**src/design/rftx_consts.svh**
```systemverilog
// register map, field and timing constants of the tx framer
`ifndef RFTX_CONSTS_SVH
`define RFTX_CONSTS_SVH
// register indices; byte address is four times the index
`define RFTX_IDX_LAST_BYTE   10'h02e
`define RFTX_IDX_BURST_LEN   10'h030
`define RFTX_IDX_WAIT_CTRL   10'h031
`define RFTX_IDX_WAIT_LOW    10'h032
`define RFTX_IDX_FRAME_CTRL  10'h033
`define RFTX_IDX_TX_CONTROL  10'h038
`define RFTX_IDX_TX_STATUS   10'h039
// reset values
`define RFTX_RST_WAIT_CTRL   8'hc0
`define RFTX_RST_ZERO        8'h00
// field positions
`define RFTX_GRID_BIT        4
`define RFTX_SEND_BIT        3
`define RFTX_GAPSTART_BIT    7
`define RFTX_GAPUNIT_BIT     6
`define RFTX_TXPAR_BIT       7
`define RFTX_RXPAR_BIT       6
`define RFTX_GO_BIT          0
`define RFTX_BURSTEN_BIT     1
`define RFTX_BURSTLVL_BIT    2
`define RFTX_BUSY_BIT        0
`define RFTX_GAPRUN_BIT      1
`define RFTX_PARERR_BIT      2
// one wait unit in carrier mode is 16 carrier cycles
`define RFTX_CARRIER_KHZ     13560
`define RFTX_CARRIER_PER_UNIT 16
`define RFTX_PCLK_KHZ        200000
`define RFTX_CARRIER_UNIT_CYC ((`RFTX_CARRIER_PER_UNIT * `RFTX_PCLK_KHZ) / `RFTX_CARRIER_KHZ)
`endif

```
**src/design/rftx_pkg.sv**
```systemverilog
// types shared by the tx framer modules
`default_nettype none
package rftx_pkg;
  typedef enum logic [8:0] {
    RFTX_IDLE  = 9'b0_0000_0001,
    RFTX_GAP   = 9'b0_0000_0010,
    RFTX_ALIGN = 9'b0_0000_0100,
    RFTX_SSYM  = 9'b0_0000_1000,
    RFTX_BURST = 9'b0_0001_0000,
    RFTX_DATA  = 9'b0_0010_0000,
    RFTX_PAR   = 9'b0_0100_0000,
    RFTX_ESYM  = 9'b0_1000_0000,
    RFTX_GUARD = 9'b1_0000_0000
  } rftx_state_t;
  typedef enum logic [2:0] {
    RFTX_K_DATA   = 3'h0,
    RFTX_K_PARITY = 3'h1,
    RFTX_K_SYMBOL = 3'h2,
    RFTX_K_BURST  = 3'h3,
    RFTX_K_STOP   = 3'h4
  } rftx_kind_t;
endpackage
`default_nettype wire

```
**src/design/rftx_gap_if.sv**
```systemverilog
// link between the framer and its inter-frame gap timer
`default_nettype none
interface rftx_gap_if;
  logic        arm;
  logic [10:0] count;
  logic        unit_sel;
  logic        busy;
  modport ctrl  (output arm, output count, output unit_sel, input busy);
  modport timer (input arm, input count, input unit_sel, output busy);
endinterface
`default_nettype wire

```
**src/design/rftx_gap_timer.sv**
```systemverilog
// inter-frame gap timer counting carrier or half-bit units
`default_nettype none
`include "rftx_consts.svh"
module rftx_gap_timer #(
  parameter int ETU_CYCLES = 64
) (
  input  wire logic  pclk,
  input  wire logic  presetn,
  rftx_gap_if.timer  gap
);
  localparam int HALF_CYC = (ETU_CYCLES / 2 < 1) ? 1 : ETU_CYCLES / 2;
  localparam int CAR_CYC  = `RFTX_CARRIER_UNIT_CYC;
  logic [10:0] left_ff;
  logic [10:0] nxt_left;
  logic [15:0] pre_ff;
  logic [15:0] nxt_pre;
  logic [15:0] unit_end;

  // one unit is a half bit period or sixteen carrier cycles
  always_comb begin
    unit_end = gap.unit_sel ? 16'(HALF_CYC - 1) : 16'(CAR_CYC - 1);
    nxt_left = left_ff;
    nxt_pre  = pre_ff;
    if (gap.arm) begin  // re-arm restarts the whole wait
      nxt_left = gap.count;
      nxt_pre  = 16'h0000;
    end else if (left_ff != 11'h000) begin
      if (pre_ff >= unit_end) begin
        nxt_pre  = 16'h0000;
        nxt_left = left_ff - 11'h001;
      end else begin
        nxt_pre = pre_ff + 16'h0001;
      end
    end
  end

  always_ff @(posedge pclk or negedge presetn) begin
    if (!presetn) begin
      left_ff <= 11'h000;
      pre_ff  <= 16'h0000;
    end else begin
      left_ff <= nxt_left;
      pre_ff  <= nxt_pre;
    end
  end

  assign gap.busy = (left_ff != 11'h000);
endmodule // rftx_gap_timer
`default_nettype wire

```
**src/design/rftx_framer.sv**
```systemverilog
// transmit framing and timing block with its apb register file
// Behaviour
// - grid set: starts spaced whole ETUs apart
// - send-bytes cleared: symbols, burst and stops only, no data
// - last byte sends low N bits, 0=8
// - burst code maps to 8..256 bits
// - gap starts at tx or rx end
// - gap unit: 16 carrier cycles or half bit
// - gap count is 11 bits, upper three
// - no start before gap time has elapsed
// - stop length: none, stop, stop plus guards
// - tx parity bit appended after each byte
// - rx parity checked and stripped from bytes
// - trailing symbol select: none, 0, 1, 2
// - leading symbol select: none, 0, 1, 2
// - burst sent at selected level, configured length
// - wait control resets to c0
//
// The APB interface to the registers was decided locally.
`default_nettype none
`include "rftx_consts.svh"
module rftx_framer #(
  parameter int ETU_CYCLES = 64
) (
  input  wire logic        pclk,
  input  wire logic        presetn,
  input  wire logic        psel,
  input  wire logic        penable,
  input  wire logic        pwrite,
  input  wire logic [11:0] paddr,
  input  wire logic [31:0] pwdata,
  output logic [31:0]      prdata,
  output logic             pready,
  output logic             pslverr,
  input  wire logic [7:0]  tx_byte,
  input  wire logic        tx_byte_valid,
  input  wire logic        tx_byte_last,
  output logic             tx_byte_ready,
  output logic             tx_strobe,
  output logic [2:0]       tx_kind,
  output logic             tx_bit,
  output logic [1:0]       tx_symbol,
  input  wire logic        rx_frame_end,
  input  wire logic [8:0]  rx_in_data,
  input  wire logic        rx_in_valid,
  output logic [7:0]       rx_byte,
  output logic             rx_byte_valid,
  output logic             rx_parity_err
);
  // ------------------------------------------------------------------
  // state
  // ------------------------------------------------------------------
  localparam int EW = $clog2(ETU_CYCLES + 1);
  localparam logic [EW-1:0] ETU_LAST = EW'(ETU_CYCLES - 1);

  logic [7:0] lastb_ff, burst_ff, wctl_ff, wlo_ff, frame_ff, ctl_ff;
  logic [7:0] nxt_lastb, nxt_burst, nxt_wctl, nxt_wlo, nxt_frame, nxt_ctl;
  logic       parerr_ff, nxt_parerr, go_ff, nxt_go;
  logic [31:0] prdata_ff, nxt_prdata;
  logic        pready_ff, nxt_pready, pslverr_ff, nxt_pslverr;
  rftx_pkg::rftx_state_t st_ff, nxt_st;
  logic [EW-1:0] etu_ff, nxt_etu, grid_ff, nxt_grid;
  logic [8:0]  cnt_ff, nxt_cnt;
  logic [7:0]  sh_ff, nxt_sh;
  logic        last_ff, nxt_last, par_ff, nxt_par;
  logic        strobe_ff, nxt_strobe, bit_ff, nxt_bit, rdy_ff, nxt_rdy;
  logic [2:0]  kind_ff, nxt_kind;
  logic [1:0]  sym_ff, nxt_sym;
  logic [7:0]  rxb_ff, nxt_rxb;
  logic        rxv_ff, nxt_rxv, rxe_ff, nxt_rxe;
  logic        tick, tx_end, wr_en, rd_en, hit;
  logic [31:0] rd_word;
  rftx_pkg::rftx_state_t after_ssym, after_burst, after_data, after_esym;

  rftx_gap_if gap ();

  rftx_gap_timer #(.ETU_CYCLES(ETU_CYCLES)) u_gap (
    .pclk    (pclk),
    .presetn (presetn),
    .gap     (gap.timer)
  );

  // burst length code to number of burst bits
  function automatic logic [8:0] burst_bits(input logic [2:0] code);
    case (code)
      3'h0:    burst_bits = 9'h008;
      3'h1:    burst_bits = 9'h010;
      3'h2:    burst_bits = 9'h020;
      3'h3:    burst_bits = 9'h030;
      3'h4:    burst_bits = 9'h040;
      3'h5:    burst_bits = 9'h060;
      3'h6:    burst_bits = 9'h080;
      default: burst_bits = 9'h100;
    endcase
  endfunction

  // address decode for reads and writes
  function automatic logic is_reg(input logic [11:0] a, input logic [9:0] idx);
    is_reg = (a[11:2] == idx) && (a[1:0] == 2'b00);
  endfunction

  // ------------------------------------------------------------------
  // apb slave and registers
  // ------------------------------------------------------------------
  // one wait state; read data fetched in the first access cycle
  always_comb begin
    rd_en = psel & penable & ~pready_ff;
    wr_en = psel & penable & pready_ff & pwrite;
    hit   = 1'b1;
    rd_word = 32'h0000_0000;  // reserved bits read zero
    if (is_reg(paddr, `RFTX_IDX_LAST_BYTE)) begin
      rd_word[7:0] = lastb_ff;
    end else if (is_reg(paddr, `RFTX_IDX_BURST_LEN)) begin
      rd_word[7:0] = burst_ff;
    end else if (is_reg(paddr, `RFTX_IDX_WAIT_CTRL)) begin
      rd_word[7:0] = wctl_ff;
    end else if (is_reg(paddr, `RFTX_IDX_WAIT_LOW)) begin
      rd_word[7:0] = wlo_ff;
    end else if (is_reg(paddr, `RFTX_IDX_FRAME_CTRL)) begin
      rd_word[7:0] = frame_ff;
    end else if (is_reg(paddr, `RFTX_IDX_TX_CONTROL)) begin
      rd_word[7:0] = ctl_ff;
    end else if (is_reg(paddr, `RFTX_IDX_TX_STATUS)) begin
      rd_word[`RFTX_BUSY_BIT]   = (st_ff != rftx_pkg::RFTX_IDLE) | go_ff;
      rd_word[`RFTX_GAPRUN_BIT] = gap.busy;
      rd_word[`RFTX_PARERR_BIT] = parerr_ff;
    end else begin
      hit = 1'b0;
    end
    nxt_pready  = rd_en;
    nxt_pslverr = rd_en & ~hit;
    nxt_prdata  = rd_en ? rd_word : 32'h0000_0000;
    nxt_lastb = lastb_ff;
    nxt_burst = burst_ff;
    nxt_wctl  = wctl_ff;
    nxt_wlo   = wlo_ff;
    nxt_frame = frame_ff;
    nxt_ctl   = ctl_ff;
    nxt_go    = go_ff & (st_ff == rftx_pkg::RFTX_IDLE);
    // parity error set wins over the write-one clear
    nxt_parerr = parerr_ff;
    if (wr_en && is_reg(paddr, `RFTX_IDX_TX_STATUS) && pwdata[`RFTX_PARERR_BIT]) begin
      nxt_parerr = 1'b0;
    end
    if (rxe_ff) begin
      nxt_parerr = 1'b1;
    end
    if (wr_en) begin
      if (is_reg(paddr, `RFTX_IDX_LAST_BYTE)) begin
        nxt_lastb = {3'b000, pwdata[4:0]};
      end else if (is_reg(paddr, `RFTX_IDX_BURST_LEN)) begin
        nxt_burst = {1'b0, pwdata[6:4], 4'h0};
      end else if (is_reg(paddr, `RFTX_IDX_WAIT_CTRL)) begin
        nxt_wctl = pwdata[7:0];
      end else if (is_reg(paddr, `RFTX_IDX_WAIT_LOW)) begin
        nxt_wlo = pwdata[7:0];
      end else if (is_reg(paddr, `RFTX_IDX_FRAME_CTRL)) begin
        nxt_frame = {pwdata[7:6], 2'b00, pwdata[3:0]};
      end else if (is_reg(paddr, `RFTX_IDX_TX_CONTROL)) begin
        nxt_ctl = {5'b00000, pwdata[2:1], 1'b0};  // go reads zero
        nxt_go  = go_ff | pwdata[`RFTX_GO_BIT];
      end
    end
  end

  always_ff @(posedge pclk or negedge presetn) begin
    if (!presetn) begin
      lastb_ff   <= `RFTX_RST_ZERO;
      burst_ff   <= `RFTX_RST_ZERO;
      wctl_ff    <= `RFTX_RST_WAIT_CTRL;
      wlo_ff     <= `RFTX_RST_ZERO;
      frame_ff   <= `RFTX_RST_ZERO;
      ctl_ff     <= `RFTX_RST_ZERO;
      go_ff      <= 1'b0;
      parerr_ff  <= 1'b0;
      prdata_ff  <= 32'h0000_0000;
      pready_ff  <= 1'b0;
      pslverr_ff <= 1'b0;
    end else begin
      lastb_ff   <= nxt_lastb;
      burst_ff   <= nxt_burst;
      wctl_ff    <= nxt_wctl;
      wlo_ff     <= nxt_wlo;
      frame_ff   <= nxt_frame;
      ctl_ff     <= nxt_ctl;
      go_ff      <= nxt_go;
      parerr_ff  <= nxt_parerr;
      prdata_ff  <= nxt_prdata;
      pready_ff  <= nxt_pready;
      pslverr_ff <= nxt_pslverr;
    end
  end

  // ------------------------------------------------------------------
  // gap timer control
  // ------------------------------------------------------------------
  // the timer is armed by whichever frame end the start select names
  assign gap.arm      = wctl_ff[`RFTX_GAPSTART_BIT] ? rx_frame_end : tx_end;
  assign gap.count    = {wctl_ff[5:3], wlo_ff};
  assign gap.unit_sel = wctl_ff[`RFTX_GAPUNIT_BIT];

  // ------------------------------------------------------------------
  // frame sequencer
  // ------------------------------------------------------------------
  // successor of each optional section
  always_comb begin
    after_esym  = (wctl_ff[2:0] != 3'h0) ? rftx_pkg::RFTX_GUARD : rftx_pkg::RFTX_IDLE;
    after_data  = (frame_ff[3:2] != 2'b00) ? rftx_pkg::RFTX_ESYM : after_esym;
    after_burst = (lastb_ff[`RFTX_SEND_BIT] && tx_byte_valid) ? rftx_pkg::RFTX_DATA
                                                               : after_data;
    after_ssym  = ctl_ff[`RFTX_BURSTEN_BIT] ? rftx_pkg::RFTX_BURST : after_burst;
  end

  always_comb begin
    tick     = (etu_ff == ETU_LAST);
    nxt_st   = st_ff;
    nxt_etu  = (st_ff == rftx_pkg::RFTX_IDLE || st_ff == rftx_pkg::RFTX_GAP ||
                st_ff == rftx_pkg::RFTX_ALIGN || tick) ? '0 : etu_ff + 1'b1;
    nxt_grid = (grid_ff == ETU_LAST) ? '0 : grid_ff + 1'b1;
    nxt_cnt  = cnt_ff;
    nxt_sh   = sh_ff;
    nxt_last = last_ff;
    nxt_par  = par_ff;
    nxt_rdy  = 1'b0;
    tx_end   = 1'b0;
    case (st_ff)
      rftx_pkg::RFTX_IDLE: begin
        if (go_ff) begin
          nxt_st = rftx_pkg::RFTX_GAP;
        end
      end
      rftx_pkg::RFTX_GAP: begin
        if (!gap.busy) begin
          nxt_st = rftx_pkg::RFTX_ALIGN;
        end
      end
      rftx_pkg::RFTX_ALIGN: begin
        // grid phase restarts at each start so starts stay ETU multiples
        if (!lastb_ff[`RFTX_GRID_BIT] || grid_ff == '0) begin
          nxt_grid = EW'(1);
          nxt_st = (frame_ff[1:0] != 2'b00) ? rftx_pkg::RFTX_SSYM : after_ssym;
        end
      end
      rftx_pkg::RFTX_SSYM: begin
        if (tick) begin
          nxt_st = after_ssym;
        end
      end
      rftx_pkg::RFTX_BURST: begin
        if (tick) begin
          nxt_cnt = cnt_ff - 9'h001;
          if (cnt_ff == 9'h001) begin
            nxt_st = after_burst;
          end
        end
      end
      rftx_pkg::RFTX_DATA: begin
        if (tick) begin
          nxt_sh  = {1'b0, sh_ff[7:1]};
          nxt_par = par_ff ^ sh_ff[0];
          nxt_cnt = cnt_ff - 9'h001;
          if (cnt_ff == 9'h001) begin
            if (frame_ff[`RFTX_TXPAR_BIT]) begin
              nxt_st = rftx_pkg::RFTX_PAR;
            end else if (last_ff || !tx_byte_valid) begin
              nxt_st = after_data;
            end else begin
              nxt_st = rftx_pkg::RFTX_DATA;
            end
          end
        end
      end
      rftx_pkg::RFTX_PAR: begin
        if (tick) begin
          nxt_st = (last_ff || !tx_byte_valid) ? after_data : rftx_pkg::RFTX_DATA;
        end
      end
      rftx_pkg::RFTX_ESYM: begin
        if (tick) begin
          nxt_st = after_esym;
        end
      end
      rftx_pkg::RFTX_GUARD: begin
        if (tick) begin
          nxt_cnt = cnt_ff - 9'h001;
          if (cnt_ff == 9'h001) begin
            nxt_st = rftx_pkg::RFTX_IDLE;
          end
        end
      end
      default: nxt_st = rftx_pkg::RFTX_IDLE;
    endcase
    // loads done on entry to a counted section
    if (nxt_st == rftx_pkg::RFTX_BURST && st_ff != rftx_pkg::RFTX_BURST) begin
      nxt_cnt = burst_bits(burst_ff[6:4]);
    end
    if (nxt_st == rftx_pkg::RFTX_GUARD && st_ff != rftx_pkg::RFTX_GUARD) begin
      nxt_cnt = {6'h00, wctl_ff[2:0]};  // one stop bit plus code-1 guards
    end
    if (nxt_st == rftx_pkg::RFTX_DATA && (st_ff != rftx_pkg::RFTX_DATA || nxt_cnt == 9'h000)) begin
      nxt_sh   = tx_byte;
      nxt_last = tx_byte_last;
      nxt_par  = 1'b1;  // odd parity
      nxt_rdy  = 1'b1;
      // only the low bits of the final byte go out, lsb first
      nxt_cnt  = (tx_byte_last && lastb_ff[2:0] != 3'h0) ? {6'h00, lastb_ff[2:0]}
                                                          : 9'h008;
    end
    if (st_ff != rftx_pkg::RFTX_IDLE && st_ff != rftx_pkg::RFTX_GAP &&
        st_ff != rftx_pkg::RFTX_ALIGN && nxt_st == rftx_pkg::RFTX_IDLE) begin
      tx_end = 1'b1;
    end
  end

  // per-ETU output strobe with the kind and level of the element
  always_comb begin
    nxt_strobe = (etu_ff == '0);
    nxt_kind   = rftx_pkg::RFTX_K_STOP;
    nxt_bit    = 1'b1;
    nxt_sym    = 2'b00;
    case (st_ff)
      rftx_pkg::RFTX_SSYM: begin
        nxt_kind = rftx_pkg::RFTX_K_SYMBOL;
        nxt_sym  = frame_ff[1:0] - 2'b01;
      end
      rftx_pkg::RFTX_ESYM: begin
        nxt_kind = rftx_pkg::RFTX_K_SYMBOL;
        nxt_sym  = frame_ff[3:2] - 2'b01;
      end
      rftx_pkg::RFTX_BURST: begin
        nxt_kind = rftx_pkg::RFTX_K_BURST;
        nxt_bit  = ctl_ff[`RFTX_BURSTLVL_BIT];
      end
      rftx_pkg::RFTX_DATA: begin
        nxt_kind = rftx_pkg::RFTX_K_DATA;
        nxt_bit  = sh_ff[0];
      end
      rftx_pkg::RFTX_PAR: begin
        nxt_kind = rftx_pkg::RFTX_K_PARITY;
        nxt_bit  = par_ff;
      end
      rftx_pkg::RFTX_GUARD: nxt_kind = rftx_pkg::RFTX_K_STOP;
      default: nxt_strobe = 1'b0;
    endcase
  end

  // rx bytes: parity checked, parity bit dropped, byte passed on
  always_comb begin
    nxt_rxv = rx_in_valid;
    nxt_rxb = rx_in_data[7:0];
    nxt_rxe = rx_in_valid & frame_ff[`RFTX_RXPAR_BIT] & ~(^rx_in_data);
  end

  always_ff @(posedge pclk or negedge presetn) begin
    if (!presetn) begin
      st_ff     <= rftx_pkg::RFTX_IDLE;
      etu_ff    <= '0;
      grid_ff   <= '0;
      cnt_ff    <= 9'h000;
      sh_ff     <= 8'h00;
      last_ff   <= 1'b0;
      par_ff    <= 1'b1;
      rdy_ff    <= 1'b0;
      strobe_ff <= 1'b0;
      kind_ff   <= 3'h0;
      bit_ff    <= 1'b1;
      sym_ff    <= 2'b00;
      rxb_ff    <= 8'h00;
      rxv_ff    <= 1'b0;
      rxe_ff    <= 1'b0;
    end else begin
      st_ff     <= nxt_st;
      etu_ff    <= nxt_etu;
      grid_ff   <= nxt_grid;
      cnt_ff    <= nxt_cnt;
      sh_ff     <= nxt_sh;
      last_ff   <= nxt_last;
      par_ff    <= nxt_par;
      rdy_ff    <= nxt_rdy;
      strobe_ff <= nxt_strobe;
      kind_ff   <= nxt_kind;
      bit_ff    <= nxt_bit;
      sym_ff    <= nxt_sym;
      rxb_ff    <= nxt_rxb;
      rxv_ff    <= nxt_rxv;
      rxe_ff    <= nxt_rxe;
    end
  end

  assign prdata        = prdata_ff;
  assign pready        = pready_ff;
  assign pslverr       = pslverr_ff;
  assign tx_byte_ready = rdy_ff;
  assign tx_strobe     = strobe_ff;
  assign tx_kind       = kind_ff;
  assign tx_bit        = bit_ff;
  assign tx_symbol     = sym_ff;
  assign rx_byte       = rxb_ff;
  assign rx_byte_valid = rxv_ff;
  assign rx_parity_err = rxe_ff;
endmodule // rftx_framer
`default_nettype wire

```
**config.mk**
```make
export PLATFORM = sky130hd
export DESIGN_NAME = rftx_framer
export DESIGN_NICKNAME = d
export VERILOG_FILES = /design/src/design/rftx_pkg.sv /design/src/design/rftx_gap_if.sv /design/src/design/rftx_gap_timer.sv /design/src/design/rftx_framer.sv
export VERILOG_INCLUDE_DIRS = /design/src /design/src/design
export SDC_FILE = /design/constraint.sdc
export NUM_CORES = 1
export LEC_CHECK = 0
export BUFFER_PORTS_ARGS = -buffer_cell sky130_fd_sc_hd__clkbuf_2
export CORE_MARGIN = 4
export CORE_UTILIZATION = 25
export CTS_CLUSTER_DIAMETER = 30
export DETAILED_ROUTE_END_ITERATION = 8
export GPL_TIMING_DRIVEN = 0
export PLACE_DENSITY = 0.48
export SYNTH_ARGS = -nofsm -noshare
export SYNTH_HDL_FRONTEND = slang
export SYNTH_HIERARCHICAL = 1
export SYNTH_SLANG_ARGS = --single-unit
```
**constraint.sdc**
```tcl
create_clock -name pclk -period 3.4 [get_ports pclk]
set_input_delay 0.17 -clock pclk [delete_from_list [all_inputs] [get_ports pclk]]
set_output_delay 0.17 -clock pclk [all_outputs]
set_load 0.005 [all_outputs]
```
# [Word level (Yosys, flattened, before mapping)]
# Cells that the tools add are included.
# W data, S select, Z words.
[word_totals] ramBits=0 ff_bits=131 latch_bits=0 memories=0 input_bits=70 out_inout_bits=52 rom_bits=0
[classes] bitwise=19 n_mul=0 n_div=0 muxes=75 shifts=0 reduce_logical=52 add_sub_neg=7 order_cmp=1 n_eq_ne=35
[ops] op="$mux W9" n=24
[ops] op="$pmux W9 S9" n=1
[ops] op="$mux W8" n=10
[ops] op="$eq A10 B6 Y1 const B" n=7
[ops] op="$pmux W9 S7" n=1
[ops] op="$mux W16" n=3
[ops] op="$mux W11" n=3
[ops] op="$mux W7" n=4
[ops] op="$eq A9 B1 Y1 const B" n=3
[ops] op="$mux W1" n=23
[ops] op="$eq A9 B5 Y1 const B" n=2
[ops] op="$eq A9 B6 Y1 const B" n=2
[ops] op="$eq A9 B9 Y1 const B" n=2
[ops] op="$logic_and A1 B1 Y1" n=17
[ops] op="$add A16 B1 Y16 const B" n=1
[ops] op="$ge A16 B16 Y1" n=1
[ops] op="$add A7 B1 Y7 const B" n=2
[ops] op="$eq A7 B6 Y1 const B" n=2
[ops] op="$logic_not A7 Y1" n=2
[ops] op="$reduce_bool A2 Y1" n=7
[ops] op="$pmux W3 S4" n=1
[ops] op="$reduce_bool A11 Y1" n=1
[ops] op="$sub A11 B1 Y11 const B" n=1
[ops] op="$eq A3 B3 Y1 const B" n=3
[ops] op="other kinds (39)" n=66

# [Longest topological paths before layout]
# Gate-level depths: netlist of the first run.
[logic_depth] depth_word=17 mapped_depth=17 mapped_depth_nobuf=15

# [By module]
# Netlist of the first run, hierarchy kept.
[modules_own_cells] mod="rftx_framer" cells_per_inst=549 area_each_um2=5636.7 seq_area_each_um2=2608.8 instances=1
[modules_own_cells] mod="rftx_gap_timer" cells_per_inst=193 area_each_um2=1670.4 seq_area_each_um2=675.6 instances=1

# [Worst setup path before layout of the first run]
# Ideal clock, no wire load.
[synth_path] path_type="flip-flop to flip-flop" start="reg cnt_ff[1]" end="reg u_gap.left_ff[5]" t_arrival_ns=3.371 n_path_buf=1 period_less_slack_ns=3.516 slack_ns=-0.116 stages_incl_launch_ff=17 setup_time_ns=0.145 path_cell_list="dfrtp_1 > inv_1 > ha_1 > or4b_1 > nor4_1 > nor2b_1 > a31oi_1 > nor2_1 > nor4_1 > nand3_1 > a22o_1 > a211oi_1 > nand3_1 > a41oi_2 > clkbuf_1 > nor2_1 > a2bb2oi_1"
[synth_via] elab_chain_cells=10 elab_cells_between_ends=16 classes_between="eq/ne: 2; mux: 10; reduce/logical: 4"
[synth_lines] item="start, declared" line_no="rftx_framer.sv:63" rtl="logic [8:0] cnt_ff, nxt_cnt;"
[synth_lines] item="start signal, assigned" line_no="rftx_framer.sv:375" rtl="cnt_ff <= nxt_cnt;"
[synth_lines] item="$eq A9 B1 Y1 *" line_no="rftx_framer.sv:252, rftx_framer.sv:262, rftx_framer.sv:286"
[synth_lines] item="$mux W9, on equally long branches" line_no="rftx_framer.sv:286, rftx_framer.sv:252, rftx_framer.sv:262"
[synth_lines] item="$mux W9, on equally long branches" line_no="rftx_framer.sv:284, rftx_framer.sv:250, rftx_framer.sv:258"
[synth_lines] item="$pmux W9 S9 *" line_no="rftx_framer.sv:226" rtl="case (st_ff)"
[synth_lines] item="named net nxt_st[0]" line_no="rftx_framer.sv:61" rtl="rftx_pkg::rftx_state_t st_ff, nxt_st;"
[synth_lines] item="$eq A9 B1 Y1 *" line_no="rftx_framer.sv:310" rtl="st_ff != rftx_pkg::RFTX_ALIGN && nxt_st == rftx_pkg::RFTX_IDLE) begin"
[synth_lines] item="$logic_and A1 B1 Y1 *" line_no="rftx_framer.sv:310"
[synth_lines] item="$mux W1 *" line_no="rftx_framer.sv:309" rtl="if (st_ff != rftx_pkg::RFTX_IDLE && st_ff != rftx_pkg::RFTX_GAP &&"
[synth_lines] item="$mux W1 *" line_no="rftx_framer.sv:198" rtl="assign gap.arm = wctl_ff[`RFTX_GAPSTART_BIT] ? rx_frame_end : tx_end;"
[synth_lines] item="named net gap.arm" line_no="rftx_gap_if.sv:4" rtl="logic arm;"
[synth_lines] item="$reduce_bool A2 Y1 (no line)"
[synth_lines] item="$reduce_and A2 Y1 (no line)"
[synth_lines] item="end signal, assigned" line_no="rftx_gap_timer.sv:42" rtl="left_ff <= nxt_left;"
[synth_lines] item="end, declared" line_no="rftx_gap_timer.sv:13" rtl="logic [10:0] left_ff;"
# The timed path passes the listed nets; every way through them passes the cells marked *.
# A chain may end at the register's enable or synchronous reset.

# [Worst setup path in the final report of the first run]
[layout_path] start="reg cnt_ff[1]" end="reg u_gap.left_ff[7]"
# The elaborated chain is that of the path after synthesis.

==> impl_metrics.csv, run 1 <==
group,metric,value,unit
status,outcome,"finished, violations left",
status,failed_checks,"setup timing",
critical_path,ff2ff_path_depth,16,
floorplan,pin_count,122,
timing,tightest_slew,1.21,ns
critical_path,required,3.72,ns
place,place_congestion,0.855,
layout,fin_cells,1299,
clock_tree,clock_sinks,131,
timing,tns,-3.12,ns
grt,grt_max_degree,95,
critical_path,crit_path_end_kind,"flop",
floorplan,die_y,179,um
synthesis,ys_warn_count,6,
timing,finalMaxSlewViolations,0,
timing,post-route-period-util,104,%
timing,period_needed,3.55,ns
power,vdd_drop_max,0.299,mV
drt,drc,0,
layout,multi_input_comb_area,4080,um^2
grt,grt_pass1_vias,5825,
timing,timing.fmax,0.282,GHz
power,power_density,370,nW/um^2
critical_path,arrival,3.87,ns
grt,grt_pass1_wl,32400,um
critical_path,worstPathMaxFanout,3,
floorplan,dieWidth,179,um
clock_tree,cts_tree,"done",
drt,wl_per_cell,15.8,um
place,io_buffer_count,72,
grt,grt_overflow_total,0,
timing,hold_viol,0,
min_path,worstHoldPathType,"in2reg",
synthesis,synth.area.top_cells,"dfrtp_1 (43%), mux2_2 (6.0%), nor2_1 (3.8%)",
floorplan,initial_core_util,25.4,%
drt,wl,20500,um
drt,first_pass_iters,5,
min_path,min_path_cells,3,
synthesis,async_flop_share,100,%
critical_path,path_class,"reg2reg",
drt,drtIter0Drc,449,
critical_path,r2r_slack,-0.15,ns
grt,antenna_found_initial,0,
critical_path,r2r-end,"u_gap/left_ff[7]$_DFFE_PN0P_",
synthesis,syn_avg_cell_area,9.85,um^2
critical_path,r2r_start,"cnt_ff[1]$_DFF_PN0_",
layout,nets,987,
flow_run,max_cap_viol_count,0,
place,pre_cts_slack,-1.07,ns
floorplan,row_count,62,
layout,antennaDiodeCount,0,
layout,synthToLayoutAreaGrowth,32.9,%
synthesis,yosys.area.top_type,"dfrtp_1",
critical_path,cp-start-kind,"flop",
place,place_hpwl,14300,um
synthesis,ys_seq_area_share,44.9,%
grt,grt_usage,12.8,%
synthesis,netlist.area_leader.share,43.2,%
drt,vias,6066,
timing,slew_headroom,18.5,%
clock_tree,clk_pin_slew_worst_paths,0.06,ns
synthesis,synth_flop_cell,"dfrtp_1",
clock_tree,ctsLongestPathBuffers,2,
layout,n_fill_cell,2930,
power,p_leak,4.46,nW
synthesis,synthDistinctLibCells,76,
drt,ant_nets,0,
min_path,holdPathEnd,"cnt_ff[1]$_DFF_PN0_",
drt,vias_per_cell,4.67,
clock_tree,clk-insertion-delay-late,0.43,ns
place,dp.cells,1222,
synthesis,synth_edf_count,0,
timing,finClkSkew,0.0118,ns
clock_tree,htreeDepth,4,
timing,finalSetupViolCount,35,
timing,rsz0062_at_grt,"true",
floorplan,core_area,28800,um^2
synthesis,yosysMostFrequentCell,"dfrtp_1",
synthesis,syn_area,7310,um^2
layout,seqCellArea,3280,um^2
clock_tree,cts_root_buf,"clkbuf_16",
floorplan,die-area,32000,um^2
min_path,hold_start,"tx_byte_last",
synthesis,ys_ff_latch,131,
clock_tree,cts_made_buffers,17,
timing,finalWorstSetupSlack,-0.148,ns
layout,utilization,33.7,%
layout,drive_gt1_share,31.8,%
synthesis,ys_top_cells_by_count,"dfrtp_1 (126), nor2_1 (74), nand2_1 (49), mux2_2 (39), o21ai_0 (31)",
synthesis,syn-instance-count,742,
==> logic make-up after synthesis <==
| kind of cell | synth area share [%] |
|---|---|
| other | 0.0513 |
| flip-flops | 44.9 |
| XOR/XNOR | 3.60 |
| adder cells (fa/ha/maj) | 2.57 |
| multiplexers | 9.74 |
| buffers and inverters | 5.79 |
| AO/OA/AOI/OAI | 12.5 |
| AND/OR/NAND/NOR | 20.8 |
==> how the worst max path moves through the flow <==
stage	startpoint	end	slack (ns)	depth (start not counted)
6_report	cnt_ff[1]$_DFF_PN0_	u_gap/left_ff[7]$_DFFE_PN0P_	-0.15	16
5_1_grt	cnt_ff[1]$_DFF_PN0_	u_gap/pre_ff[2]$_DFFE_PN0P_	-0.31	17
4_1_cts	cnt_ff[1]$_DFF_PN0_	u_gap/left_ff[5]$_DFFE_PN0P_	-0.13	16
3_5_place_dp	etu_ff[0]$_DFF_PN0_	u_gap/left_ff[5]$_DFFE_PN0P_	-1.07	17
3_3_place_gp	etu_ff[0]$_DFF_PN0_	u_gap/left_ff[5]$_DFFE_PN0P_	-1.08	17
2_1_floorplan	cnt_ff[1]$_DFF_PN0_	u_gap/left_ff[5]$_DFFE_PN0P_	-0.03	16
==> critical path: stages (launching register included) <==
cell and delay (ns):
dfrtp_1 0.40, inv_2 0.09, ha_4 0.12, or4b_4 0.49, nor4_4 0.33, nor2b_1 0.08
a31oi_1 0.16, nor2_1 0.07, nor4_2 0.23, nand3_2 0.16, a22o_4 0.28, a211oi_2 0.17
nand3_2 0.16, a41oi_4 0.29, buf_6 0.16, nor3_2 0.04, a211o_1 0.22
==> per-stage QoR <==
stage	hold slack (ns)	power [mW]	area, um^2
4_1_cts	0.000853	3.63	9440
6_report	0.0205	3.59	9710
3_3_place_gp	0.296	1.79	8260
2_1_floorplan	-0.126	1.70	7420
3_5_place_dp	0.119	1.80	8300
5_1_grt	0.0251	3.74	9710
==> timing repair <==
item                                    4_1_cts  5_1_grt
setup buffers                                14       10
hold endpoints to repair                     55        0
pin swaps                                    23       15
hold buffers                                 18        0
resized for setup                            66       48
cloned                                        3        3
endpoints found under the setup margin       35       43
==> registers in the layout, summed over array words and instances, names as in the netlist, 2 cells and up <==
signal         flops
burst_ff           3
grid_ff            7
wlo_ff             8
st_ff              9
sh_ff              8
rx_byte            8
tx_kind            3
wctl_ff            8
u_gap/left_ff     11
prdata             8
lastb_ff           5
ctl_ff             2
etu_ff             7
cnt_ff             9
frame_ff           6
tx_symbol          2
u_gap/pre_ff      16
==> metal layers <==
metal  global-route usage, %  vias to the layer above  share of wire (%)
li1                        -                     2980                  -
met1                    18.6                     2935                 48
met2                    19.5                      139                 47
met3                    2.85                       12                4.4
met4                    3.01                        0               0.77
met5                       0                        -                  0
==> layout by cell type (no fill, tap or decap), types with 6 or more instances in the layout <==
master           n
mux2i_1         13
clkbuf_1        10
nor3_1          26
o21ai_1          9
nand4_1         12
o21ai_0         16
xor2_1          11
ha_1            14
dlygate4sd3_1   18
clkbuf_16       17
mux2_2          39
xnor2_1         19
dfrtp_1        126
o21ai_2         10
buf_6           10
o22ai_1          7
buf_4           44
nand3_2          8
nor2_1          72
conb_1          24
nor4_1          10
nand2b_1         8
inv_1           24
nand3_1         19
and3_1          18
nand2_1         47
a21oi_1         24
mux2_4           8
o31a_1           6
a31oi_1          6
nor2b_1          8
clkbuf_2        74
==> power breakdown <==
part / switching [mW] / total, mW / internal, mW / leakage (nW)
registers: 0.0121 / 1.59 / 1.57 / 1.75
clock network: 0.755 / 1.79 / 1.03 / 0.273
logic: 0.122 / 0.219 / 0.0971 / 2.43
total: 0.889 / 3.59 / 2.70 / 4.46
==> cell type report <==
| cell class | count | share of cell area [%] |
|---|---|---|
| inverter | 25 | 0.967 |
| tap | 384 | 4.95 |
| clock buffer | 18 | 4.52 |
| sequential | 131 | 33.8 |
| buffer | 55 | 3.78 |
| clock inverter | 14 | 1.33 |
| timing repair buffer | 118 | 8.60 |
| multi-input combinational | 554 | 42.0 |
Power figures use the tool's default switching activity.
==> run 2, diff against run 1 <==
--- a/config.mk
+++ b/config.mk
@@ -12,7 +12,7 @@
 export CTS_CLUSTER_DIAMETER = 30
 export DETAILED_ROUTE_END_ITERATION = 8
 export GPL_TIMING_DRIVEN = 0
-export PLACE_DENSITY = 0.48
+export PLACE_DENSITY = 0.47
 export SYNTH_ARGS = -nofsm -noshare
 export SYNTH_HDL_FRONTEND = slang
 export SYNTH_HIERARCHICAL = 1
==> constraint.sdc (replaced) <==
create_clock -name pclk -period 3.9 [get_ports pclk]
set_input_delay 0.195 -clock pclk [delete_from_list [all_inputs] [get_ports pclk]]
set_output_delay 0.195 -clock pclk [all_outputs]
set_load 0.005 [all_outputs]
==> impl_metrics.csv, run 2 (same netlist as run 1, synthesis figures left out) <==
group,metric,value,unit
critical_path,cp-start-kind,"flop",
power,net-switching-power,0.787,mW
timing,finalMaxSlewViolations,0,
grt,antenna_found_initial,0,
grt,grt_overflow_total,0,
drt,drc,0,
critical_path,arrival,3.98,ns
floorplan,core_area,28800,um^2
clock_tree,cts_tree,"done",
layout,mostFrequentLayoutCell,"dfrtp_1",
timing,slew_headroom,17.9,%
critical_path,required,4.24,ns
grt,grt_usage,12.5,%
power,vdd_drop_max,0.268,mV
timing,finalWorstSetupSlack,0.258,ns
clock_tree,cts_root_buf,"clkbuf_16",
timing,hold_viol,0,
layout,nets,966,
layout,antennaDiodeCount,0,
place,io_buffer_count,72,
place,place_congestion,0.824,
timing,finClkSkew,0.0108,ns
drt,drtIter0Drc,433,
timing,hold_ws,0.0426,ns
layout,reg.largest.list,"u_gap/pre_ff (16), u_gap/left_ff (11)",
floorplan,pin_count,122,
power,netSwitchingFraction,25.1,%
floorplan,row_count,62,
layout,final_cell_mix,"dfrtp_1 (126), clkbuf_2 (74), nor2_1 (72), nand2_1 (49), mux2_2 (39)",
floorplan,die_y,179,um
flow_run,max_cap_viol_count,0,
layout,drive_gt1_share,26.3,%
drt,wl_per_cell,15.5,um
critical_path,crit_path_end_kind,"flop",
power,seqPwrFrac,44.1,%
place,place_hpwl,14300,um
layout,top_register,"u_gap/pre_ff",
clock_tree,cts_made_buffers,17,
clock_tree,clock_sinks,131,
place,postPlaceCellArea,8270,um^2
floorplan,initial_core_util,25.4,%
timing,post-route-period-util,93.4,%
drt,wl,19700,um
grt,grt_max_degree,96,
timing,period_needed,3.64,ns
critical_path,worstPathMaxFanout,10,
layout,fin_area,9230,um^2
drt,vias_per_cell,4.65,
status,outcome,"finished, final reports clean",
layout,synthToLayoutAreaGrowth,26.4,%
grt,grt_pass1_wl,31500,um
critical_path,r2r_slack,0.26,ns
layout,n_fill_cell,2975,
clock_tree,clk_pin_slew_worst_paths,0.06,ns
power,p_int,2.34,mW
power,combPwrFrac,5.6,%
floorplan,die-area,32000,um^2
timing,timing.fmax,0.275,GHz
critical_path,path_class,"reg2reg",
clock_tree,clk-insertion-delay-late,0.43,ns
min_path,worstHoldPathType,"in2reg",
timing,tightest_slew,1.22,ns
timing,finalSetupViolCount,0,
drt,first_pass_iters,6,
drt,vias,5948,
grt,grt_pass1_vias,5772,
layout,largest_register_ff_count,16,
power,p_leak,4.25,nW
timing,rsz0062_at_grt,"false",
floorplan,dieWidth,179,um
place,pre_cts_slack,-0.600,ns
power,power_density,339,nW/um^2
clock_tree,htreeDepth,4,
power,power_frac_clock,50.3,%
drt,ant_nets,0,
clock_tree,ctsLongestPathBuffers,2,
timing,tns,0,ns
run 2: changes by cell type in the layout (fill, tap and decap cells not counted), sizes merged:
cell and change:
inv +2, clkinvlp -2, clkinv +1, nor2 -1, a41oi -1, or2 -1, buf -19
run 2: metal layers:
layer  track usage, %  routed length, um
met5                0                  0
met4             3.42                238
met3             3.12                804
met2             19.2               9040
met1             17.5               9660
run 2: per-stage QoR:
stage	power, mW	std cells	util [%]
after floorplan	1.48	765	-
after global placement	1.56	1221	28.6
after detailed placement	1.57	1222	28.7
after CTS	3.19	1273	31.7
after global routing	3.27	1278	32.1
final	3.13	1278	32.1
run 2: what timing repair did:
| action | CTS | global route |
|---|---|---|
| endpoints found under the hold margin | 53 | 0 |
| hold buffers | 18 | 0 |
| gates resized for setup | 18 | 14 |
| endpoints found under the setup margin | 27 | 27 |
| buffers inserted | 3 | 5 |
| pin swaps | 3 | 8 |
run 2: final cells by class:
type | count | area [um^2] | share of cell area (%)
plain buffers | 56 | 344 | 3.73
clock buffers | 17 | 425 | 4.61
clock inverters | 15 | 149 | 1.61
inverters | 25 | 93.8 | 1.02
multi-input cells | 551 | 3820 | 41.4
flip-flops and latches | 131 | 3280 | 35.6
well taps | 384 | 480 | 5.20
repair buffers | 99 | 637 | 6.90
run 2: worst paths after layout:
path / to / cells after the start / startpoint
max in group asynchronous: wctl_ff[7]$_DFFE_PN1P_ / 3 / presetn
worst max-delay path: u_gap/left_ff[8]$_DFFE_PN0P_ / 16 / st_ff[2]$_DFF_PN0_
min in group asynchronous: tx_strobe$_DFF_PN0_ / 2 / presetn
worst min register to register: etu_ff[0]$_DFF_PN0_ / 1 / etu_ff[0]$_DFF_PN0_
worst min-delay path: wctl_ff[5]$_DFFE_PN0P_ / 2 / pwdata[5]
worst max register to register: u_gap/left_ff[8]$_DFFE_PN0P_ / 16 / st_ff[2]$_DFF_PN0_
run 2: power by group through the flow:
stage               registers [mW]  clock network [mW]  logic, mW
floorplan                     1.40                   0     0.0749
global placement              1.41                   0      0.157
detailed placement            1.41                   0      0.161
CTS                           1.38                1.63      0.177
global route                  1.38                1.69      0.199
finish                        1.38                1.58      0.175
run 2: critical path, cell delays in order, from the launching register on:
cell and delay, ns:
dfrtp_1 0.41, clkbuf_1 0.24, or4_1 0.57, nor2_2 0.18
nand4b_1 0.20, nand3_1 0.15, nor2_1 0.12, nand3_1 0.14
nand3_2 0.14, a22o_4 0.29, a211oi_1 0.21, nand3_1 0.16
a41oi_4 0.34, buf_4 0.18, buf_4 0.10, a221oi_1 0.05
o21ai_0 0.09
